===== config.mk =====
export PLATFORM = sky130hd
export DESIGN_NAME = mia_regs
export DESIGN_NICKNAME = d
export VERILOG_FILES = /design/src/shared/mia_pkg.sv /design/src/design/mia_addr_ptr.sv /design/src/design/mia_regs.sv
export SDC_FILE = /design/constraint.sdc
export NUM_CORES = 1
export LEC_CHECK = 0
export BUFFER_PORTS_ARGS = -buffer_cell sky130_fd_sc_hd__buf_2
export CORE_ASPECT_RATIO = 1.75
export CORE_MARGIN = 3
export CORE_UTILIZATION = 52
export DETAILED_ROUTE_END_ITERATION = 8
export GPL_TIMING_DRIVEN = 0
export HOLD_SLACK_MARGIN = 0.02
export PLACE_DENSITY = 0.91
export SETUP_SLACK_MARGIN = 0.15
export SKIP_CTS_REPAIR_TIMING = 1
export SLEW_MARGIN = 5
export SYNTH_ARGS = -nofsm -noshare
export SYNTH_HDL_FRONTEND = slang
export SYNTH_SLANG_ARGS = --single-unit

===== constraint.sdc =====
create_clock -name core_clk_i -period 3.15 [get_ports core_clk_i]
set_input_delay 0.315 -clock core_clk_i [delete_from_list [all_inputs] [get_ports core_clk_i]]
set_output_delay 0.315 -clock core_clk_i [all_outputs]
set_load 0.01 [all_outputs]

===== src/shared/mia_pkg.sv =====
// Package: register indices, field layout, reset values and carrier types of the MMD indirect access block
package mia_pkg;

  // Register indices on the management register port
  localparam logic [4:0]  MIA_IDX_CTRL       = 5'h0D;
  localparam logic [4:0]  MIA_IDX_DATA       = 5'h0E;
  localparam logic [4:0]  MIA_IDX_EXT_STATUS = 5'h0F;

  // Control register field positions
  localparam int          MIA_MODE_HI        = 15;
  localparam int          MIA_MODE_LO        = 14;
  localparam int          MIA_RSVD_HI        = 13;
  localparam int          MIA_RSVD_LO        = 5;
  localparam int          MIA_DEVAD_HI       = 4;
  localparam int          MIA_DEVAD_LO       = 0;

  // Operation mode encodings
  localparam logic [1:0]  MIA_MODE_REGISTER  = 2'h0;
  localparam logic [1:0]  MIA_MODE_NO_INC    = 2'h1;
  localparam logic [1:0]  MIA_MODE_INC_RW    = 2'h2;
  localparam logic [1:0]  MIA_MODE_INC_WR    = 2'h3;

  // Reset values
  localparam logic [1:0]  MIA_MODE_RST       = 2'h0;
  localparam logic [8:0]  MIA_RSVD_RST       = 9'h000;
  localparam logic [4:0]  MIA_DEVAD_RST      = 5'h00;
  localparam logic [15:0] MIA_ADDR_RST       = 16'h0000;

  // Extended status: 1000X FD/HD clear, 1000T FD/HD set, low bits zero
  localparam logic [15:0] MIA_EXT_STATUS     = 16'h3000;

  // Management request: one register access
  typedef struct packed {
    logic        write;
    logic [4:0]  addr;
    logic [15:0] wdata;
  } mia_req_type;

  // Access toward the MMD register space
  typedef struct packed {
    logic        write;
    logic [4:0]  devad;
    logic [15:0] regaddr;
    logic [15:0] wdata;
  } mia_mmd_type;

endpackage


===== src/design/mia_addr_ptr.sv =====
// Stored MMD register address with load and post-increment
`timescale 1ns/10ps
`default_nettype none

module mia_addr_ptr
  import mia_pkg::*;
(
  // Clock and reset
  input  wire logic        clk_i,
  input  wire logic        rst_n_i,
  // Control
  input  wire logic        load_i,
  input  wire logic [15:0] load_val_i,
  input  wire logic        inc_i,
  // State
  output logic      [15:0] addr_o
);

  // Load wins over increment; the owner never asks for both at once
  always_ff @(posedge clk_i or negedge rst_n_i) begin
    if (!rst_n_i) begin
      addr_o <= MIA_ADDR_RST;
    end else if (load_i) begin
      addr_o <= load_val_i;
    end else if (inc_i) begin
      addr_o <= 16'(addr_o + 16'h0001); // RULE11
    end
  end

endmodule

`default_nettype wire


===== src/design/mia_regs.sv =====
// MMD indirect access control, register/data window and extended status registers
// Functional notes
// RULE1: Two-bit operation mode in control bits 15:14, resets to 00, steers data window.
// RULE2: Mode 01 moves data at stored address and leaves the address unchanged.
// RULE3: Mode 10 moves data and advances the address after every read and write.
// RULE4: Mode 11 advances the address after writes only; reads leave it unchanged.
// RULE5: Control bits 4:0 hold the read/write MMD device address, reset zero.
// RULE6: Mode 00 makes the window the register address: writes load it, reads return it.
// RULE7: Data modes route window reads and writes to the selected device and address.
// RULE8: Extended status reports 1000Base-X full and half duplex unsupported, reading zero.
// RULE9: Extended status reports 1000Base-T full and half duplex supported, reading one.
// RULE10: Host sets device and mode 00, writes address, then selects a data mode.
// RULE11: Post-increment adds one modulo 65536 right after the triggering access.
`timescale 1ns/10ps
`default_nettype none

module mia_regs
  import mia_pkg::*;
(
  // Clock and reset
  input  wire logic        core_clk_i,
  input  wire logic        reset_n_i,
  // Management register port
  input  wire logic        req_valid_i,
  input  wire mia_req_type req_i,
  output logic             req_ready_o,
  output logic             rsp_valid_o,
  output logic      [15:0] rsp_rdata_o,
  // MMD register space
  output logic             mmd_strobe_o,
  output mia_mmd_type      mmd_o,
  input  wire logic [15:0] mmd_rdata_i
);

  logic        rst_meta;
  logic        rst_n;
  logic        pend;
  mia_req_type req_q;
  logic [1:0]  mode;
  logic [8:0]  ctrl_rsvd;
  logic [4:0]  devad;
  logic [15:0] reg_addr;
  logic        take;
  logic        ctrl_wr;
  logic        addr_load;
  logic        data_acc;
  logic        post_inc;
  logic [15:0] next_rdata;

  // Reset release through two flops; assertion is immediate
  always_ff @(posedge core_clk_i or negedge reset_n_i) begin
    if (!reset_n_i) begin
      rst_meta <= 1'b0;
      rst_n    <= 1'b0;
    end else begin
      rst_meta <= 1'b1;
      rst_n    <= rst_meta;
    end
  end

  // One access in flight; the second cycle finishes it, so ready drops for one cycle
  assign req_ready_o = ~pend;
  assign take        = req_valid_i & ~pend;
  assign ctrl_wr     = take & req_i.write & (req_i.addr == MIA_IDX_CTRL);
  assign addr_load   = take & req_i.write & (req_i.addr == MIA_IDX_DATA) & (mode == MIA_MODE_REGISTER); // RULE6
  assign data_acc    = pend & (req_q.addr == MIA_IDX_DATA) & (mode != MIA_MODE_REGISTER); // RULE7

  // Increment choice per mode
  always_comb begin
    case (mode)
      MIA_MODE_NO_INC:  post_inc = 1'b0;                      // RULE2
      MIA_MODE_INC_RW:  post_inc = data_acc;                  // RULE3
      MIA_MODE_INC_WR:  post_inc = data_acc & req_q.write;    // RULE4
      default:          post_inc = 1'b0;
    endcase
  end

  // Request capture
  always_ff @(posedge core_clk_i or negedge rst_n) begin
    if (!rst_n) begin
      pend  <= 1'b0;
      req_q <= '0;
    end else begin
      pend <= take;
      if (take) begin
        req_q <= req_i;
      end
    end
  end

  // Control register; mode only changes on an accepted write, never mid-access
  always_ff @(posedge core_clk_i or negedge rst_n) begin
    if (!rst_n) begin
      mode      <= MIA_MODE_RST;
      ctrl_rsvd <= MIA_RSVD_RST;
      devad     <= MIA_DEVAD_RST;
    end else if (ctrl_wr) begin
      mode      <= req_i.wdata[MIA_MODE_HI:MIA_MODE_LO];    // RULE1
      ctrl_rsvd <= req_i.wdata[MIA_RSVD_HI:MIA_RSVD_LO];
      devad     <= req_i.wdata[MIA_DEVAD_HI:MIA_DEVAD_LO];  // RULE5
    end
  end

  // Stored MMD register address
  mia_addr_ptr u_addr_ptr (
    .clk_i      (core_clk_i),
    .rst_n_i    (rst_n),
    .load_i     (addr_load),
    .load_val_i (req_i.wdata),
    .inc_i      (post_inc),      // RULE11
    .addr_o     (reg_addr)
  );

  // MMD access launched in the cycle after acceptance, from registered fields
  assign mmd_strobe_o  = data_acc;
  assign mmd_o.write   = req_q.write;
  assign mmd_o.devad   = devad;      // RULE7
  assign mmd_o.regaddr = reg_addr;
  assign mmd_o.wdata   = req_q.wdata;

  // Read data select; unmapped indices read zero, since neighbouring registers live elsewhere
  always_comb begin
    next_rdata = 16'h0000;
    case (req_q.addr)
      MIA_IDX_CTRL:       next_rdata = {mode, ctrl_rsvd, devad};
      MIA_IDX_DATA:       next_rdata = (mode == MIA_MODE_REGISTER) ? reg_addr : mmd_rdata_i; // RULE6 RULE7
      MIA_IDX_EXT_STATUS: next_rdata = MIA_EXT_STATUS;  // RULE8 RULE9
      default:            next_rdata = 16'h0000;
    endcase
  end

  // Response two cycles after acceptance, for reads and writes alike
  always_ff @(posedge core_clk_i or negedge rst_n) begin
    if (!rst_n) begin
      rsp_valid_o <= 1'b0;
      rsp_rdata_o <= 16'h0000;
    end else begin
      rsp_valid_o <= pend;
      if (pend) begin
        rsp_rdata_o <= req_q.write ? 16'h0000 : next_rdata;
      end
    end
  end

  logic [15:0] wdata_now;
  logic        rd_data_take;
  logic        rd_ext_take;
  assign wdata_now    = req_i.wdata;
  assign rd_data_take = take & ~req_i.write & (req_i.addr == MIA_IDX_DATA) & (mode != MIA_MODE_REGISTER);
  assign rd_ext_take  = take & ~req_i.write & (req_i.addr == MIA_IDX_EXT_STATUS);
endmodule

`default_nettype wire


## After elaboration in Yosys (flattened, before gate mapping)

Cells that the tools add are included.

| operators by class | value |
|---|---|
| div/mod/pow operators | 0 |
| multipliers | 0 |
| eq/ne operators | 7 |
| mux-type cells | 6 |
| reductions and logical operators | 3 |
| order comparisons | 0 |
| shift operators | 0 |
| $add $sub $neg | 1 |
| bitwise operators | 9 |

Operators by type and width:

| cell | number |
|---|---|
| 16-bit two-way mux | 4 |
| 16-bit case mux with 3 select lines | 1 |
| 5-bit by 4-bit equality test with 1-bit output (second input constant) | 5 |
| 16-bit by 1-bit adder with 16-bit output (second input constant) | 1 |
| 1-bit AND | 8 |
| 2-bit equality test (second input constant) | 2 |
| 2-bit nonzero test | 2 |
| 2-bit zero test | 1 |
| 1-bit case mux with 2 select lines | 1 |
| 1-bit NOT | 1 |

| word-level totals | value |
|---|---|
| word-level logic and storage cells | 38 |
| input bits | 41 |
| RAM bits | 0 |
| ROM bits | 0 |
| latch bits | 0 |
| output and inout bits | 57 |
| memories kept | 0 |
| flip-flop bits (word level) | 74 |

## Longest topological paths before layout

| depth | value |
|---|---|
| depth after elaboration | 7 |
| mapped depth | 7 |
| depth with buffers taken out | 6 |

## Cells and area by module

A second synthesis with hierarchy kept.

| unflattened totals | value |
|---|---|
| cell total of the unflattened synthesis | 305 |
| area, all modules | 3,653.5 µm² |

Modules (own cells, without submodules):

| module | times used | sequential area each (µm²) | cells each | area each (µm²) |
|---|---|---|---|---|
| mia_regs | 1 | 1,451.4 | 206 | 2,710.1 |
| mia_addr_ptr | 1 | 400.4 | 99 | 943.4 |

## Least setup slack after synthesis

Ideal clock, no wire load.

| path | value |
|---|---|
| kind | reg-to-reg |
| start point | register pend |
| end point | register ctrl_rsvd[0] |
| slack | 1,359 ps |
| arrival | 1,666 ps |
| stages on the path, launching flop included | 6 |
| library setup time | 125 ps |
| path through | dfrtp_1 -> nand2b_1 -> buf_2 -> nor4b_4 -> buf_4 -> mux2_2 |

| between the ends | value |
|---|---|
| longest elaborated chain between the ends | 4 |

RTL lines:

| element | line | text |
|---|---|---|
| start: declaration | mia_regs.sv:37 | `logic pend;` |
| start signal: assignment | mia_regs.sv:84 | `pend <= take;` |
| 1-bit NOT | mia_regs.sv:63 | `assign take = req_valid_i & ~pend;` |
| 1-bit AND | mia_regs.sv:63 |  |
| 1-bit AND (2 in a row) | mia_regs.sv:64 | `assign ctrl_wr = take & req_i.write & (req_i.addr == MIA_IDX_CTRL);` |
| end signal: assignment | mia_regs.sv:99 | `ctrl_rsvd <= req_i.wdata[MIA_RSVD_HI:MIA_RSVD_LO];` |
| end: declaration | mia_regs.sv:40 | `logic [8:0] ctrl_rsvd;` |

Every way passes these cells.
A chain may end at the register's enable or synchronous reset.

## Worst setup path in the final report

| path | value |
|---|---|
| start point | register req_q[20] in the netlist's numbering |
| end point | output port mmd_strobe_o |

| between the ends | value |
|---|---|
| longest elaborated chain between the ends | 3 |

RTL lines:

| element | line | text |
|---|---|---|
| start: declaration | mia_regs.sv:38 | `mia_req_type req_q;` |
| start signal: assignment | mia_regs.sv:86 | `req_q <= req_i;` |
| 5-bit by 4-bit equality test with 1-bit output | mia_regs.sv:66 | `assign data_acc = pend & (req_q.addr == MIA_IDX_DATA) & (mode != MIA_MODE_REGISTER);` |
| 1-bit AND (2 in a row) | mia_regs.sv:66 |  |
| end: declaration | mia_regs.sv:30 | `output logic mmd_strobe_o,` |

Every way passes these cells.

==> impl_metrics.py <==
metrics = {
    "outcome": {
        "status": "complete, no violations",
    },
    "drt": {
        "viasPerCell": 5.88,
        "routed_wl_microns": 9900,
        "drc": 0,
        "firstDrtPassIters": 6,
        "drtIter0Drc": 253,
        "vias": 3085,
        "antenna_left": 0,
        "wire_per_inst_microns": 18.9,
    },
    "clocking": {
        "clock-root-buffer": "clkbuf_16",
        "clk_latency_ns": 0.34,
        "clock_sinks": 74,
        "cts_made_buffers": 9,
        "h-tree-depth": 3,
        "tritoncts": "done",
        "clk_pin_slew_ns": 0.06,
        "clk_path_buf_depth": 2,
    },
    "synth": {
        "synth_compound_area_frac": 0.143,
        "synthArstFlopShare": 1.00,
        "ys_seq_elements": 74,
        "yosys_warnings": 0,
        "synth_edf_count": 0,
        "synth_flop_cell": "dfrtp_1",
        "synth.largest_area_cell": "dfrtp_1",
        "avgSynthCellArea_sq_um": 10.8,
        "synth_area_leaders": "dfrtp_1 (52%), mux2_2 (12%), nand2_1 (5.6%)",
        "synth_top_family_by_area": "compound AO/OA/AOI/OAI gates",
        "syn_nets": 370,
        "synth_fa_ha_area_frac": 0.00354,
        "netlist.area_leader.share": 0.524,
        "synth_common_cells": "dfrtp_1 (74), nand2_1 (53), mux2_2 (38)",
        "netlist_area_sq_um": 3530,
        "synth_xor_area_frac": 0.0124,
        "yosys.area_share.simple": 0.130,
        "synth-seq-area-share": 0.524,
        "syn_inst": 328,
        "ys_types": 42,
        "yosysMostFrequentCell": "dfrtp_1",
        "synthMuxAreaShare": 0.127,
    },
    "global_routing": {
        "grt_pass1_vias": 3159,
        "grt_overflow": 0,
        "antenna_found_initial": 0,
        "grt_max_degree": 58,
        "grt_pass1_wl_microns": 15200,
        "grt_usage": 0.266,
    },
    "sta": {
        "worst_slew_pin_slew_ns": 0.664,
        "fin_crit_sh": 0.787,
        "setup_viol": 0,
        "max_freq_mhz": 403,
        "slew_violations": 0,
        "fin_crit_ns": 2.48,
        "slew_headroom": 0.557,
        "clock_skew_ns": 0.00755,
        "fin_tns_setup_ns": 0,
        "rsz0062_at_grt": "no",
        "whs_ns": 0.190,
        "final_hold_viol_count": 0,
    },
    "final_layout": {
        "final_cell_area_sq_um": 4490,
        "drive_gt1_frac": 0.400,
        "num_antenna_cells": 0,
        "postLayoutCoreUtil": 0.682,
        "syn_to_final_growth_pct": 27.2,
        "layout.nets": 480,
    },
    "floorplan": {
        "dieArea_sq_um": 7860,
        "die_w_microns": 68.3,
        "initial_core_util": 0.537,
        "ios": 98,
        "fp-row-count": 39,
        "core_area_sq_um": 6590,
        "die_h_microns": 115,
    },
    "placed_design": {
        "place_hpwl_microns": 7000,
        "placed_cell_area_sq_um": 4150,
        "io_buffers": 97,
        "gp_congestion": 0.877,
    },
    "power_and_ir_drop": {
        "comb_power_share": 0.181,
        "finalPower_mw": 2.79,
        "sequentialPowerShare": 0.420,
        "intPower_mw": 2.03,
        "power.share.clock": 0.399,
        "ir_drop_mv": 0.481,
        "p_leak_nw": 2.11,
        "powerDensity_nw_per_um2": 621,
        "p_sw_uw": 761,
        "switching_share": 0.273,
    },
    "worst_setup_path": {
        "critPathMaxStageDelay_ns": 0.37,
        "cp-startpoint": "req_q[20]",
        "worst-endpoint-arrival_ns": 2.16,
        "critPathSlowestCell": "dfrtp_1",
        "path_cells": "and3b_1 -> nand3b_1 -> clkbuf_1 -> nor3_1 -> buf_2",
        "worst-setup-path-type": "reg -> out",
        "critPathLaunchType": "register",
        "required_ns": 2.83,
        "r2r-start": "pend",
        "cp_max_fo": 10,
        "end_kind": "output pin",
    },
    "run": {
        "drv_cap": 0,
    },
    "min_path": {
        "hp-class": "reg -> async",
    },
}
critical path: cells and delay by family (launching register included):
kind / cells / cell delay, ns
buffers and inverters: 2 / 0.53
DFF: 1 / 0.37
and+or+nand+nor: 3 / 0.93
worst paths after layout:
kind                                         to  slack, ns  depth (start not counted)
hold / removal                     ctrl_rsvd[4]       0.19                          0
max in group asynchronous             mmd_o[12]       2.42                          1
setup reg to reg                       devad[3]       0.94                          5
hold reg to reg                    ctrl_rsvd[4]       0.19                          0
min in group core_clk_i    u_addr_ptr.addr_o[5]       0.22                          3
setup / recovery                   mmd_strobe_o       0.67                          5
metal layers:
layer	share of wire	up-vias	GRT usage
li1	-	1373	-
met1	0.35	1528	0.280
met2	0.55	156	0.475
met3	0.067	28	0.0655
met4	0.030	0	0.131
met5	0	-	0
final cells by class:
cell class | instances | area (sq um)
inverters | 3 | 11.3
flip-flops and latches | 74 | 1860
multi-input cells | 217 | 1470
plain buffers | 34 | 200
fillers | 511 | 2090
clock buffers | 12 | 256
clock inverters | 4 | 73.8
repair buffers | 99 | 523
well taps | 82 | 103
power by group through the flow:
stage / logic [mW] / registers, mW / clock network (mW)
after global routing: 0.553 / 1.18 / 1.17
final: 0.506 / 1.17 / 1.11
after detailed placement: 0.502 / 1.18 / 0
after CTS: 0.509 / 1.17 / 1.12
after floorplan: 0.287 / 1.18 / 0
after global placement: 0.464 / 1.18 / 0
placed cells by master, fill, tap and decap left out, types with 3 or more instances in the layout:
cell | Yosys | final
nor3_1 | 5 | 5
mux2_2 | 38 | 38
o311ai_1 | 5 | 5
nand2b_1 | 3 | 3
a31oi_1 | 3 | 3
xnor2_1 | 3 | 3
clkbuf_16 | 0 | 9
o2bb2ai_1 | 16 | 16
buf_4 | 18 | 18
o21ai_0 | 13 | 13
clkbuf_1 | 10 | 11
dfrtp_1 | 74 | 73
nand2_1 | 53 | 53
buf_2 | 4 | 101
nand4_1 | 3 | 3
a21oi_1 | 31 | 31
nor2_1 | 10 | 10
nand3_1 | 5 | 5
metrics by stage:
stage / cells / setup WS, ns
after floorplan: 328 / 0.937
after global placement: 507 / 0.209
after detailed placement: 508 / 0.976
after CTS: 524 / 0.693
after global routing: 525 / 0.602
final: 525 / 0.671
kinds of logic (layout without fill, tap and decap cells):
group	count (synthesis)	in the layout
AOI/OAI and AO/OA	78	78
other	1	1
muxes	40	40
adders and majority gates	1	1
xor gates and xnor gates	5	5
buffers and inverters	37	152
DFF	74	74
and+or+nand+nor	92	92
flip-flops by register name, indices dropped and copies added, names as in the netlist, 2 cells and up:
name and count:
devad 5, u_addr_ptr.addr_o 16, req_q 5, mode 2
ctrl_rsvd 9, mmd_o 17, rsp_rdata_o 16
Note: power is estimated with default switching activity, not from simulation.
